`config.mk`:
```
export PLATFORM = sky130hd
export DESIGN_NAME = light_prox_interrupt_thresholds
export DESIGN_NICKNAME = d
export VERILOG_FILES = /design/src/lp_int_pkg.sv /design/src/light_prox_interrupt_thresholds.sv /design/src/persist_counter.sv /design/src/window_compare.sv
export SDC_FILE = /design/constraint.sdc
export NUM_CORES = 1
export LEC_CHECK = 0
export ABC_AREA = 0
export ABC_CLOCK_PERIOD_IN_PS = 4100
export BUFFER_PORTS_ARGS = -buffer_cell sky130_fd_sc_hd__buf_2
export CAP_MARGIN = 20
export CORE_MARGIN = 1
export CORE_UTILIZATION = 35
export CTS_BUF_LIST = sky130_fd_sc_hd__clkbuf_4
export CTS_CLUSTER_DIAMETER = 80
export DETAILED_ROUTE_END_ITERATION = 12
export GPL_TIMING_DRIVEN = 0
export PLACE_DENSITY = 0.48
export SLEW_MARGIN = 10
export SYNTH_ARGS = -nofsm -noshare
export SYNTH_HDL_FRONTEND = slang
export SYNTH_SLANG_ARGS = --single-unit
export TNS_END_PERCENT = 10
```
`constraint.sdc`:
```
create_clock -name clock_i -period 4.1 [get_ports clock_i]
set_clock_uncertainty 0.05 [all_clocks]
set_input_delay 0 -clock clock_i [delete_from_list [all_inputs] [get_ports clock_i]]
set_output_delay 0 -clock clock_i [all_outputs]
set_load 0.02 [all_outputs]
```
`src/lp_int_pkg.sv`:
```
// constants, register map and field layout of the light/proximity interrupt block
package lp_int_pkg;
    // register addresses
    localparam logic [7:0] ADDR_INTERRUPT_CONTROL = 8'h02;
    localparam logic [7:0] ADDR_NEAR_LOW_THRESHOLD = 8'h03;
    localparam logic [7:0] ADDR_NEAR_HIGH_THRESHOLD = 8'h04;
    localparam logic [7:0] ADDR_LIGHT_TH_LOW_BYTE = 8'h05;
    localparam logic [7:0] ADDR_LIGHT_TH_SHARED = 8'h06;
    localparam logic [7:0] ADDR_LIGHT_TH_HIGH_BYTE = 8'h07;
    localparam logic [7:0] ADDR_NEAR_RESULT = 8'h08;
    localparam logic [7:0] ADDR_LIGHT_RESULT_LOW = 8'h09;
    localparam logic [7:0] ADDR_LIGHT_RESULT_HIGH = 8'h0a;
    localparam logic [7:0] ADDR_FACTORY_TEST_A = 8'h0e;
    localparam logic [7:0] ADDR_FACTORY_TEST_B = 8'h0f;
    // interrupt control field positions
    localparam int NEAR_FLAG_BIT = 7;
    localparam int NEAR_PERSIST_HI = 6;
    localparam int NEAR_PERSIST_LO = 5;
    localparam int UNUSED_BIT = 4;
    localparam int LIGHT_FLAG_BIT = 3;
    localparam int LIGHT_PERSIST_HI = 2;
    localparam int LIGHT_PERSIST_LO = 1;
    localparam int COMBINE_BIT = 0;
    // reset values
    localparam logic [7:0] RST_INTERRUPT_CONTROL = 8'h00;
    localparam logic [7:0] RST_NEAR_LOW = 8'h00;
    localparam logic [7:0] RST_NEAR_HIGH = 8'hff;
    localparam logic [11:0] RST_LIGHT_LOW = 12'h000;
    localparam logic [11:0] RST_LIGHT_HIGH = 12'hfff;
    localparam logic [7:0] RST_NEAR_RESULT = 8'h00;
    localparam logic [11:0] RST_LIGHT_RESULT = 12'h000;
    localparam logic [7:0] RST_TEST = 8'h00;
    localparam logic [7:0] TEST_NORMAL = 8'h00;
    localparam logic [7:0] READ_ZERO = 8'h00;
    // persistence codes and counts
    localparam logic [1:0] PERSIST_1 = 2'h0;
    localparam logic [1:0] PERSIST_4 = 2'h1;
    localparam logic [1:0] PERSIST_8 = 2'h2;
    localparam logic [4:0] COUNT_1 = 5'h01;
    localparam logic [4:0] COUNT_4 = 5'h04;
    localparam logic [4:0] COUNT_8 = 5'h08;
    localparam logic [4:0] COUNT_16 = 5'h10;
    localparam logic [4:0] COUNT_ZERO = 5'h00;
    localparam logic [4:0] COUNT_ONE_STEP = 5'h01;
endpackage

```
`src/light_prox_interrupt_thresholds.sv`:
```
// register file, thresholds, persistence and interrupt pin of the light/proximity sensor
// Function
// - near flag bit 7, set on event, write-0 clears
// - near persistence bits 6:5 select 1/4/8/16
// - light flag bit 3, set on event, write-0 clears
// - light persistence bits 2:1 select 1/4/8/16
// - combine bit 0 low: pin low on either flag
// - combine bit high: pin low on both flags
// - near low threshold at 0x03, reset 0x00
// - near high threshold at 0x04, reset 0xff
// - light low threshold split 0x05 and 0x06
// - light high threshold split 0x06 and 0x07
// - near result read-only at 0x08, reset zero
// - light result read-only 0x09/0x0a, upper nibble zero
// - test registers zero for normal operation
// - light trips when outside threshold window
// - near counts when above high threshold
// - near flag auto-clears below low threshold
`timescale 1ns/1ps
`default_nettype none
module light_prox_interrupt_thresholds
    import lp_int_pkg::*;
#(
    parameter int NEAR_WIDTH = 8,
    parameter int LIGHT_WIDTH = 12
) (
    // clock and reset
    input wire logic clock_i,
    input wire logic nrst_i,

    // register port from the serial slave
    input wire logic [7:0] reg_addr_i,
    input wire logic [7:0] reg_wdata_i,
    input wire logic reg_write_i,
    output logic [7:0] reg_rdata_o,

    // conversion results from the converters
    input wire logic near_done_i,
    input wire logic [NEAR_WIDTH-1:0] near_data_i,
    input wire logic light_done_i,
    input wire logic [LIGHT_WIDTH-1:0] light_data_i,

    // interrupt pin, open drain, low when asserted
    output logic int_n_o,
    output logic int_oe_o,

    // high while both test registers hold zero
    output logic normal_mode_o
);
    // all block state
    typedef struct packed {
        // control register fields
        logic near_flag;
        logic [1:0] near_persistence;
        logic light_flag;
        logic [1:0] light_persistence;
        logic combine_and;

        // thresholds
        logic [NEAR_WIDTH-1:0] near_low;
        logic [NEAR_WIDTH-1:0] near_high;
        logic [LIGHT_WIDTH-1:0] light_low;
        logic [LIGHT_WIDTH-1:0] light_high;

        // latest conversion results
        logic [NEAR_WIDTH-1:0] near_result;
        logic [LIGHT_WIDTH-1:0] light_result;

        // test registers
        logic [7:0] factory_test_a;
        logic [7:0] factory_test_b;

        // read data and pin
        logic [7:0] rdata;
        logic int_active;
    } blk_state_t;

    // state and next state
    blk_state_t state_reg;
    blk_state_t state_next;

    // comparison outcomes on the incoming results
    logic near_above;
    logic near_below;
    logic light_outside;
    // persistence hits
    logic near_set_hit;
    logic near_clear_hit;
    logic light_set_hit;
    // write strobes
    logic wr_ctrl;
    // mode and control byte
    logic running;
    logic [7:0] ctrl_view;

    // the near channel compares against its two thresholds
    // the window output is left open
    window_compare #(
        .WIDTH(NEAR_WIDTH)
    ) u_near_cmp (
        .value_i(near_data_i),
        .low_i(state_reg.near_low),
        .high_i(state_reg.near_high),
        .above_o(near_above),
        .below_o(near_below),
        .outside_o()
    );

    // the light channel uses the full window
    // either side of the window trips
    window_compare #(
        .WIDTH(LIGHT_WIDTH)
    ) u_light_cmp (
        .value_i(light_data_i),
        .low_i(state_reg.light_low),
        .high_i(state_reg.light_high),
        .above_o(),
        .below_o(),
        .outside_o(light_outside)
    );

    // test registers other than zero suspend event handling
    assign running = (state_reg.factory_test_a == TEST_NORMAL)
        && (state_reg.factory_test_b == TEST_NORMAL);

    // near set run: results above the high threshold
    // counts only in normal operation
    persist_counter u_near_set (
        .clock_i(clock_i),
        .nrst_i(nrst_i),
        .sample_i(near_done_i && running),
        .qualify_i(near_above),
        .persist_i(state_reg.near_persistence),
        .hit_o(near_set_hit)
    );

    // near clear run: results below the low threshold
    // shares the persistence code
    persist_counter u_near_clr (
        .clock_i(clock_i),
        .nrst_i(nrst_i),
        .sample_i(near_done_i && running),
        .qualify_i(near_below),
        .persist_i(state_reg.near_persistence),
        .hit_o(near_clear_hit)
    );

    // light run: results outside the window
    // one counter for both sides
    persist_counter u_light_set (
        .clock_i(clock_i),
        .nrst_i(nrst_i),
        .sample_i(light_done_i && running),
        .qualify_i(light_outside),
        .persist_i(state_reg.light_persistence),
        .hit_o(light_set_hit)
    );

    // control register write strobe
    assign wr_ctrl = reg_write_i && (reg_addr_i == ADDR_INTERRUPT_CONTROL);

    // current view of the control register, bit 4 reads zero
    always_comb begin
        ctrl_view = READ_ZERO;
        // proximity fields
        ctrl_view[NEAR_FLAG_BIT] = state_reg.near_flag;
        ctrl_view[NEAR_PERSIST_HI:NEAR_PERSIST_LO] = state_reg.near_persistence;
        // light fields
        ctrl_view[LIGHT_FLAG_BIT] = state_reg.light_flag;
        ctrl_view[LIGHT_PERSIST_HI:LIGHT_PERSIST_LO] = state_reg.light_persistence;
        // combine selection
        ctrl_view[COMBINE_BIT] = state_reg.combine_and;
    end

    // next-state logic: register writes, results, flags, read data, pin
    always_comb begin
        // hold by default
        state_next = state_reg;

        // control register fields; bit 4 is not stored
        if (wr_ctrl) begin
            // persistence codes
            state_next.near_persistence = reg_wdata_i[NEAR_PERSIST_HI:NEAR_PERSIST_LO];
            state_next.light_persistence = reg_wdata_i[LIGHT_PERSIST_HI:LIGHT_PERSIST_LO];
            // or/and selection
            state_next.combine_and = reg_wdata_i[COMBINE_BIT];
            // writing zero clears a flag, writing one keeps it
            if (!reg_wdata_i[NEAR_FLAG_BIT]) begin
                state_next.near_flag = 1'b0;
            end
            // same for the light flag
            if (!reg_wdata_i[LIGHT_FLAG_BIT]) begin
                state_next.light_flag = 1'b0;
            end
        end

        // threshold and test registers
        // split thresholds: each byte alone
        if (reg_write_i) begin
            if (reg_addr_i == ADDR_NEAR_LOW_THRESHOLD) begin
                // proximity low
                state_next.near_low = reg_wdata_i;
            end else if (reg_addr_i == ADDR_NEAR_HIGH_THRESHOLD) begin
                // proximity high
                state_next.near_high = reg_wdata_i;
            end else if (reg_addr_i == ADDR_LIGHT_TH_LOW_BYTE) begin
                // light low [7:0]
                state_next.light_low[7:0] = reg_wdata_i;
            end else if (reg_addr_i == ADDR_LIGHT_TH_SHARED) begin
                // light low [11:8], high [3:0]
                state_next.light_low[11:8] = reg_wdata_i[3:0];
                state_next.light_high[3:0] = reg_wdata_i[7:4];
            end else if (reg_addr_i == ADDR_LIGHT_TH_HIGH_BYTE) begin
                // light high [11:4]
                state_next.light_high[11:4] = reg_wdata_i;
            end else if (reg_addr_i == ADDR_FACTORY_TEST_A) begin
                // test register a
                state_next.factory_test_a = reg_wdata_i;
            end else if (reg_addr_i == ADDR_FACTORY_TEST_B) begin
                // test register b
                state_next.factory_test_b = reg_wdata_i;
            end
            // other addresses ignored
        end

        // result capture on each conversion
        // frozen while testing
        if (near_done_i && running) begin
            state_next.near_result = near_data_i;
        end
        if (light_done_i && running) begin
            // both bytes together
            state_next.light_result = light_data_i;
        end

        // hardware events after host clears so a set in the same cycle wins
        // near set beats auto clear
        if (near_set_hit) begin
            // run above high
            state_next.near_flag = 1'b1;
        end else if (near_clear_hit) begin
            // run below low
            state_next.near_flag = 1'b0;
        end
        if (light_set_hit) begin
            // run outside window
            state_next.light_flag = 1'b1;
        end

        // read mux, registered; unmapped addresses read zero
        // answers a cycle later
        if (reg_addr_i == ADDR_INTERRUPT_CONTROL) begin
            // control byte
            state_next.rdata = ctrl_view;
        end else if (reg_addr_i == ADDR_NEAR_LOW_THRESHOLD) begin
            // proximity low
            state_next.rdata = state_reg.near_low;
        end else if (reg_addr_i == ADDR_NEAR_HIGH_THRESHOLD) begin
            // proximity high
            state_next.rdata = state_reg.near_high;
        end else if (reg_addr_i == ADDR_LIGHT_TH_LOW_BYTE) begin
            // light low byte
            state_next.rdata = state_reg.light_low[7:0];
        end else if (reg_addr_i == ADDR_LIGHT_TH_SHARED) begin
            // shared nibbles
            state_next.rdata = {state_reg.light_high[3:0], state_reg.light_low[11:8]};
        end else if (reg_addr_i == ADDR_LIGHT_TH_HIGH_BYTE) begin
            // light high byte
            state_next.rdata = state_reg.light_high[11:4];
        end else if (reg_addr_i == ADDR_NEAR_RESULT) begin
            // proximity result
            state_next.rdata = state_reg.near_result;
        end else if (reg_addr_i == ADDR_LIGHT_RESULT_LOW) begin
            // light result low
            state_next.rdata = state_reg.light_result[7:0];
        end else if (reg_addr_i == ADDR_LIGHT_RESULT_HIGH) begin
            // light result high
            state_next.rdata = {4'h0, state_reg.light_result[11:8]};
        end else if (reg_addr_i == ADDR_FACTORY_TEST_A) begin
            // test register a
            state_next.rdata = state_reg.factory_test_a;
        end else if (reg_addr_i == ADDR_FACTORY_TEST_B) begin
            // test register b
            state_next.rdata = state_reg.factory_test_b;
        end else begin
            // unmapped
            state_next.rdata = READ_ZERO;
        end

        // interrupt combine from the updated flags
        if (state_next.combine_and) begin
            // both flags
            state_next.int_active = state_next.near_flag && state_next.light_flag;
        end else begin
            // either flag
            state_next.int_active = state_next.near_flag || state_next.light_flag;
        end
    end

    // state register with documented reset values
    always_ff @(posedge clock_i or negedge nrst_i) begin
        if (!nrst_i) begin
            // control fields
            state_reg.near_flag <= RST_INTERRUPT_CONTROL[NEAR_FLAG_BIT];
            state_reg.near_persistence <= RST_INTERRUPT_CONTROL[NEAR_PERSIST_HI:NEAR_PERSIST_LO];
            state_reg.light_flag <= RST_INTERRUPT_CONTROL[LIGHT_FLAG_BIT];
            state_reg.light_persistence <=
                RST_INTERRUPT_CONTROL[LIGHT_PERSIST_HI:LIGHT_PERSIST_LO];
            state_reg.combine_and <= RST_INTERRUPT_CONTROL[COMBINE_BIT];

            // thresholds
            state_reg.near_low <= RST_NEAR_LOW;
            state_reg.near_high <= RST_NEAR_HIGH;
            state_reg.light_low <= RST_LIGHT_LOW;
            state_reg.light_high <= RST_LIGHT_HIGH;

            // results
            state_reg.near_result <= RST_NEAR_RESULT;
            state_reg.light_result <= RST_LIGHT_RESULT;

            // test registers
            state_reg.factory_test_a <= RST_TEST;
            state_reg.factory_test_b <= RST_TEST;

            // read data and pin
            state_reg.rdata <= READ_ZERO;
            state_reg.int_active <= 1'b0;
        end else begin
            state_reg <= state_next;
        end
    end

    // outputs: pin pulled low only while the interrupt is active
    // read data straight from its flip-flop
    assign reg_rdata_o = state_reg.rdata;
    // open drain: the value is always low
    assign int_n_o = 1'b0;
    assign int_oe_o = state_reg.int_active;
    assign normal_mode_o = running;
endmodule
`default_nettype wire

```
`src/persist_counter.sv`:
```
// consecutive-result counter that reports when the selected count is reached
`timescale 1ns/1ps
`default_nettype none
module persist_counter
    import lp_int_pkg::*;
(
    // clock and reset
    input wire logic clock_i,
    input wire logic nrst_i,
    // conversion strobe and its qualification
    input wire logic sample_i,
    input wire logic qualify_i,
    input wire logic [1:0] persist_i,
    // reached the selected run length on this sample
    output logic hit_o
);
    typedef struct packed {
        logic [4:0] count;
    } cnt_state_t;

    cnt_state_t state_reg;
    cnt_state_t state_next;
    logic [4:0] target; // run length selected by the field
    logic [4:0] bumped; // count including this sample

    // decode the persistence field
    always_comb begin
        case (persist_i)
            PERSIST_1: target = COUNT_1;
            PERSIST_4: target = COUNT_4;
            PERSIST_8: target = COUNT_8;
            default: target = COUNT_16;
        endcase
    end

    assign bumped = state_reg.count + COUNT_ONE_STEP;
    assign hit_o = sample_i && qualify_i && (bumped >= target);

    // a failing sample restarts the run; a hit restarts it too
    always_comb begin
        state_next = state_reg;
        if (sample_i) begin
            if (!qualify_i || hit_o) begin
                state_next.count = COUNT_ZERO;
            end else begin
                state_next.count = bumped;
            end
        end
    end

    // state register
    always_ff @(posedge clock_i or negedge nrst_i) begin
        if (!nrst_i) begin
            state_reg <= '0;
        end else begin
            state_reg <= state_next;
        end
    end
endmodule
`default_nettype wire

```
`src/window_compare.sv`:
```
// threshold comparison for one sensor channel
`timescale 1ns/1ps
`default_nettype none
module window_compare #(
    parameter int WIDTH = 8
) (
    // result and thresholds
    input wire logic [WIDTH-1:0] value_i,
    input wire logic [WIDTH-1:0] low_i,
    input wire logic [WIDTH-1:0] high_i,
    // comparison outcomes
    output logic above_o,
    output logic below_o,
    output logic outside_o
);
    assign above_o = value_i > high_i;
    assign below_o = value_i < low_i;
    assign outside_o = above_o || below_o;
endmodule
`default_nettype wire

```
---- Word-level counts from Yosys, hierarchy flattened ----
Cells that the tools add are included.
word-level totals
  bits in registers ....................... 107
cells by class
  equality and inequality tests ........... 15
  bitwise gates (word level) .............. 6
  order comparisons ....................... 7
  add/sub/neg operators ................... 3
  reduce and logical (&&, ||, !) cells .... 30
  mux-type cells .......................... 23
operators with widths
  kind                                                  number
  two-way mux 8 bit                                     11
  equality test 8 x 4 -> 1 bit (second input constant)  5
  equality test 8 x 3 -> 1 bit (second input constant)  4
  one-hot mux 5 bit (3 select lines)                    2
  equality test 8 x 2 -> 1 bit (second input constant)  2
  zero test 8 bit                                       2
  adder 5 x 1 -> 5 bit (second input constant)          3
  greater-or-equal comparator 5 bit                     3
  two-way mux 5 bit                                     3
  greater-than comparator 12 bit                        1
  < comparator 12 bit                                   1
  logical AND 1 bit                                     11
  greater-than comparator 8 bit                         1
  < comparator 8 bit                                    1
  AND reduction 8 bit                                   1
  two-way mux 7 bit                                     1
  AND reduction 7 bit                                   1
  two-way mux 1 bit                                     6
  inverter 1 bit                                        6
  AND reduction 6 bit                                   1
  logical OR 1 bit                                      5
  AND reduction 5 bit                                   1
  equality test 2 x 1 -> 1 bit (second input constant)  2
  equality test 2 bit (second input constant)           2
  5 further kinds                                       8

---- Longest topological paths before layout ----
  depth after elaboration ................. 12
  depth in mapped cells ................... 9
  mapped depth without buffers ............ 9

---- Modules after synthesis ----
Synthesis repeated with hierarchy kept, for this count alone.
second synthesis, totals
  cells, all modules ...................... 626
  area total of the unflattened synthesis .. 6646.4 um^2
by module, submodules not included
  module                           instances  area each (um^2)  cells an instance
  light_prox_interrupt_thresholds  1          4486.8            363
  persist_counter                  3          380.4             42
  window_compare (u_light_cmp)     1          580.6             82
  window_compare (u_near_cmp)      1          437.9             55

---- Worst setup path before layout ----
OpenSTA, ideal clock, no wires.
  path type ............................... reg2reg
  from .................................... register state_reg[48] (netlist name)
  to ...................................... register state_reg (netlist bit int_oe_o)
  cell stages (with the launch flop) ...... 9
  data required time ...................... 3924 ps
  period minus slack after synthesis ...... 2483 ps
  path slack .............................. 1617 ps
  arrival ................................. 2307 ps
  cell sequence ........................... dfstp_2 inv_1 ha_1 and3_1 a221o_1 a211o_1 nor4bb_1 a211o_1 maj3_2
RTL lines
  element                 RTL line                                source
  start, declared         light_prox_interrupt_thresholds.sv:79   blk_state_t state_reg;
  start signal, assigned  light_prox_interrupt_thresholds.sv:329  state_reg <= state_next;

---- Worst setup path in the final report ----
  from .................................... register state_reg[12] (netlist name)
  to ...................................... register state_reg[38] (netlist name)
on the way
  longest elaborated chain between the ends .. 3
RTL lines
  element            RTL line                                source
  zero test 8 bit    light_prox_interrupt_thresholds.sv:124  && (state_reg.factory_test_b == TEST_NORMAL);
  logical AND 1 bit  light_prox_interrupt_thresholds.sv:124
  logical AND 1 bit  light_prox_interrupt_thresholds.sv:228  if (near_done_i && running) begin
No other way between the ends.
A chain may end at the register's enable or synchronous reset.

==> metrics.yaml <==
status: "finished, final reports clean"
ios: 52
min_path_type: "in2async"
route.detailed.drc: 0
rr_worst_depth: 9
layout_commonest_cell: "nand2_1"
drive_gt1_share_pct: 17.1
die_area_mm2: 0.0187
largest_register_ffs: 76
sequentialPowerShare_pct: 53.2
post_drt_wl_per_cell_um: 19.4
hold_ws_ns: 0.0287
end_kind: "register"
slew-limit-headroom_pct: 58.3
start_util_pct: 36.3
swShare_pct: 33.0
critPathMaxStageDelay_ns: 0.56
layout_common_cells: "nand2_1, dfrtp_1, buf_2"
power_switching_uw: 788
grt_first_pass_wirelength_um: 31100
buffer_ports.inserted: 49
ys_seq_elements: 107
grt_use_total_pct: 22.8
vias_per_cell: 5.31
die_h_um: 137
grt_pass1_vias: 5458
cts.sinks: 107
place_inst: 951
finalCritPeriodShare_pct: 72.6
synth_warnings: 0
reg2reg_from: "state_reg[12]"
yosys_most_used_dff: "dfrtp_1"
maxCapViolCount: 0
worstPathCellList: "nor4_1 -> and4_1 -> buf_2 -> and2_1 -> buf_2 -> nand2_1 -> dlygate4sd3_1 -> nand2_1 -> dlygate4sd3_1"
tightest_slew_ns: 0.626
drt_pass1_iterations: 5
antenna_found_initial: 1
cts-root-buf: "clkbuf_4"
p_clk_share_pct: 23.6
placed_cell_area_mm2: 0.00691
cts_setup_buffers: 0
fp.dieW_um: 137
fmax_ghz: 0.336
post-route-min-period_ns: 2.98
grt_overflow: 0
drtIter0Drc: 447
cts_max_level: 3
worst-r2r-setup-slack_ns: 1.12
crit_slowest_cell: "dlygate4sd3_1"
tns_ns: 0
power_frac_comb_pct: 23.2
rows: 48
synth_area_leaders: "dfrtp_1, ha_1, dfstp_2"
wirelength_um: 19700
cts_hold_buffers: 49
internal-power_mw: 1.60
seq_area_frac_synth_pct: 42.6
synth_nets: 770
fillCellCount: 1717
pre_cts_slack_ns: 1.34
synth_edf_count: 0
syn_area_mm2: 0.00635
cp-start-kind: "register"
synth_cell_type_count: 64
nets: 880
final_area_mm2: 0.00755
power_mw: 2.39
setup_viol_count_final: 0
cts_resized: 0
p_leak_nw: 3.63
finish.utilization_pct: 43.2
synth_top_area_share_pct: 34.3
core_mm2: 0.0175
fin_cells: 1018
hold_viol_final: 0
numCtsBuffers: 9
async_reset_ff_share_pct: 100
netlist_instances: 676
slew_viol_final: 0
setup_ws_ns: 1.12
worstPathRequired_ns: 4.50
syn_area_per_cell_um2: 9.39
clock_path_buffers: 2
worstSetupPathType: "reg2reg"
grt_max_degree: 63
p_per_area_mw_per_mm2: 316
reg2reg_to: "state_reg[38]"
gp_congestion: 0.909
ir_drop_mv: 0.188
postRouteAntennaNets: 0
clkTransAtPathRegs_ns: 0.17
crit_arrival_ns: 3.37
cts_tree: "done"
worstPathMaxFanout: 10
post-dp-hpwl_um: 14900
insertion_delay_ns: 0.49
dr_total_vias: 5409
rsz0062_at_grt: "false"
area_growth_pct: 18.9
synth_top_cell_by_area: "dfrtp_1"
==> power groups by stage <==
stage / registers [mW] / logic (mW) / clock network (mW)
3_5_place_dp: 1.29 / 0.501 / 0
4_1_cts: 1.27 / 0.556 / 0.584
2_1_floorplan: 1.24 / 0.310 / 0
3_3_place_gp: 1.29 / 0.481 / 0
5_1_grt: 1.28 / 0.616 / 0.625
6_report: 1.27 / 0.554 / 0.563
==> logic make-up after synthesis <==
group           Yosys count  share of synthesized area, %
fa+ha+maj                54                          10.6
compound gates          173                          16.2
buf+inv                  86                          5.79
flops                   107                          42.6
xor+xnor                  9                          1.24
mux                      50                          8.71
simple gates            196                          14.9
other cells               1                        0.0591
==> layer usage <==
metal,vias to the layer above,GRT usage (%),share of wire [%]
li1,2593,-,-
met1,2639,31.2,46
met2,146,37.0,47
met3,31,2.59,4.2
met4,0,8.46,2.5
met5,-,0,0
==> critical path: cells and delay by family, from the launching register on <==
kind	cells	cell delay [ns]
flip-flops	1	0.43
buffers and inverters	4	1.60
AND/OR/NAND/NOR	5	0.86
==> synthesized netlist by cell type, drive strengths merged, types with 4 or more instances <==
cell type	instances
o22ai	9
nand2b	10
nand2	100
o21a	4
clkbuf	17
and2	4
o221ai	4
a211o	4
ha	53
inv	49
a21o	5
mux2	42
buf	19
nor2b	4
nor2	26
a31oi	5
mux2i	8
dfstp	20
nor4	6
o21ai	74
a21oi	44
xnor2	6
nand3	19
dfrtp	87
and3	5
a221oi	5
==> how the worst max path moves through the flow <==
stage,cells after the start,end,start,slack (ns)
6_report,9,state_reg[38],state_reg[12],1.12
5_1_grt,9,state_reg[38],state_reg[12],1.0
4_1_cts,9,state_reg[44],state_reg[12],1.12
3_5_place_dp,8,int_oe_o,state_reg[48],1.34
3_3_place_gp,8,int_oe_o,state_reg[48],1.35
2_1_floorplan,8,int_oe_o,state_reg[48],1.62
==> final cells by class <==
cell class	count	area (µm²)	area share, %
timing repair buffer	99	779	10.3
buffer	36	180	2.39
clock inverter	7	67.6	0.895
antenna	2	5.00	0.0663
tap	225	282	3.73
sequential	107	2700	35.8
inverter	50	188	2.49
clock buffer	9	67.6	0.895
multi-input combinational	483	3280	43.4
Note: power is estimated with default switching activity, not from simulation.
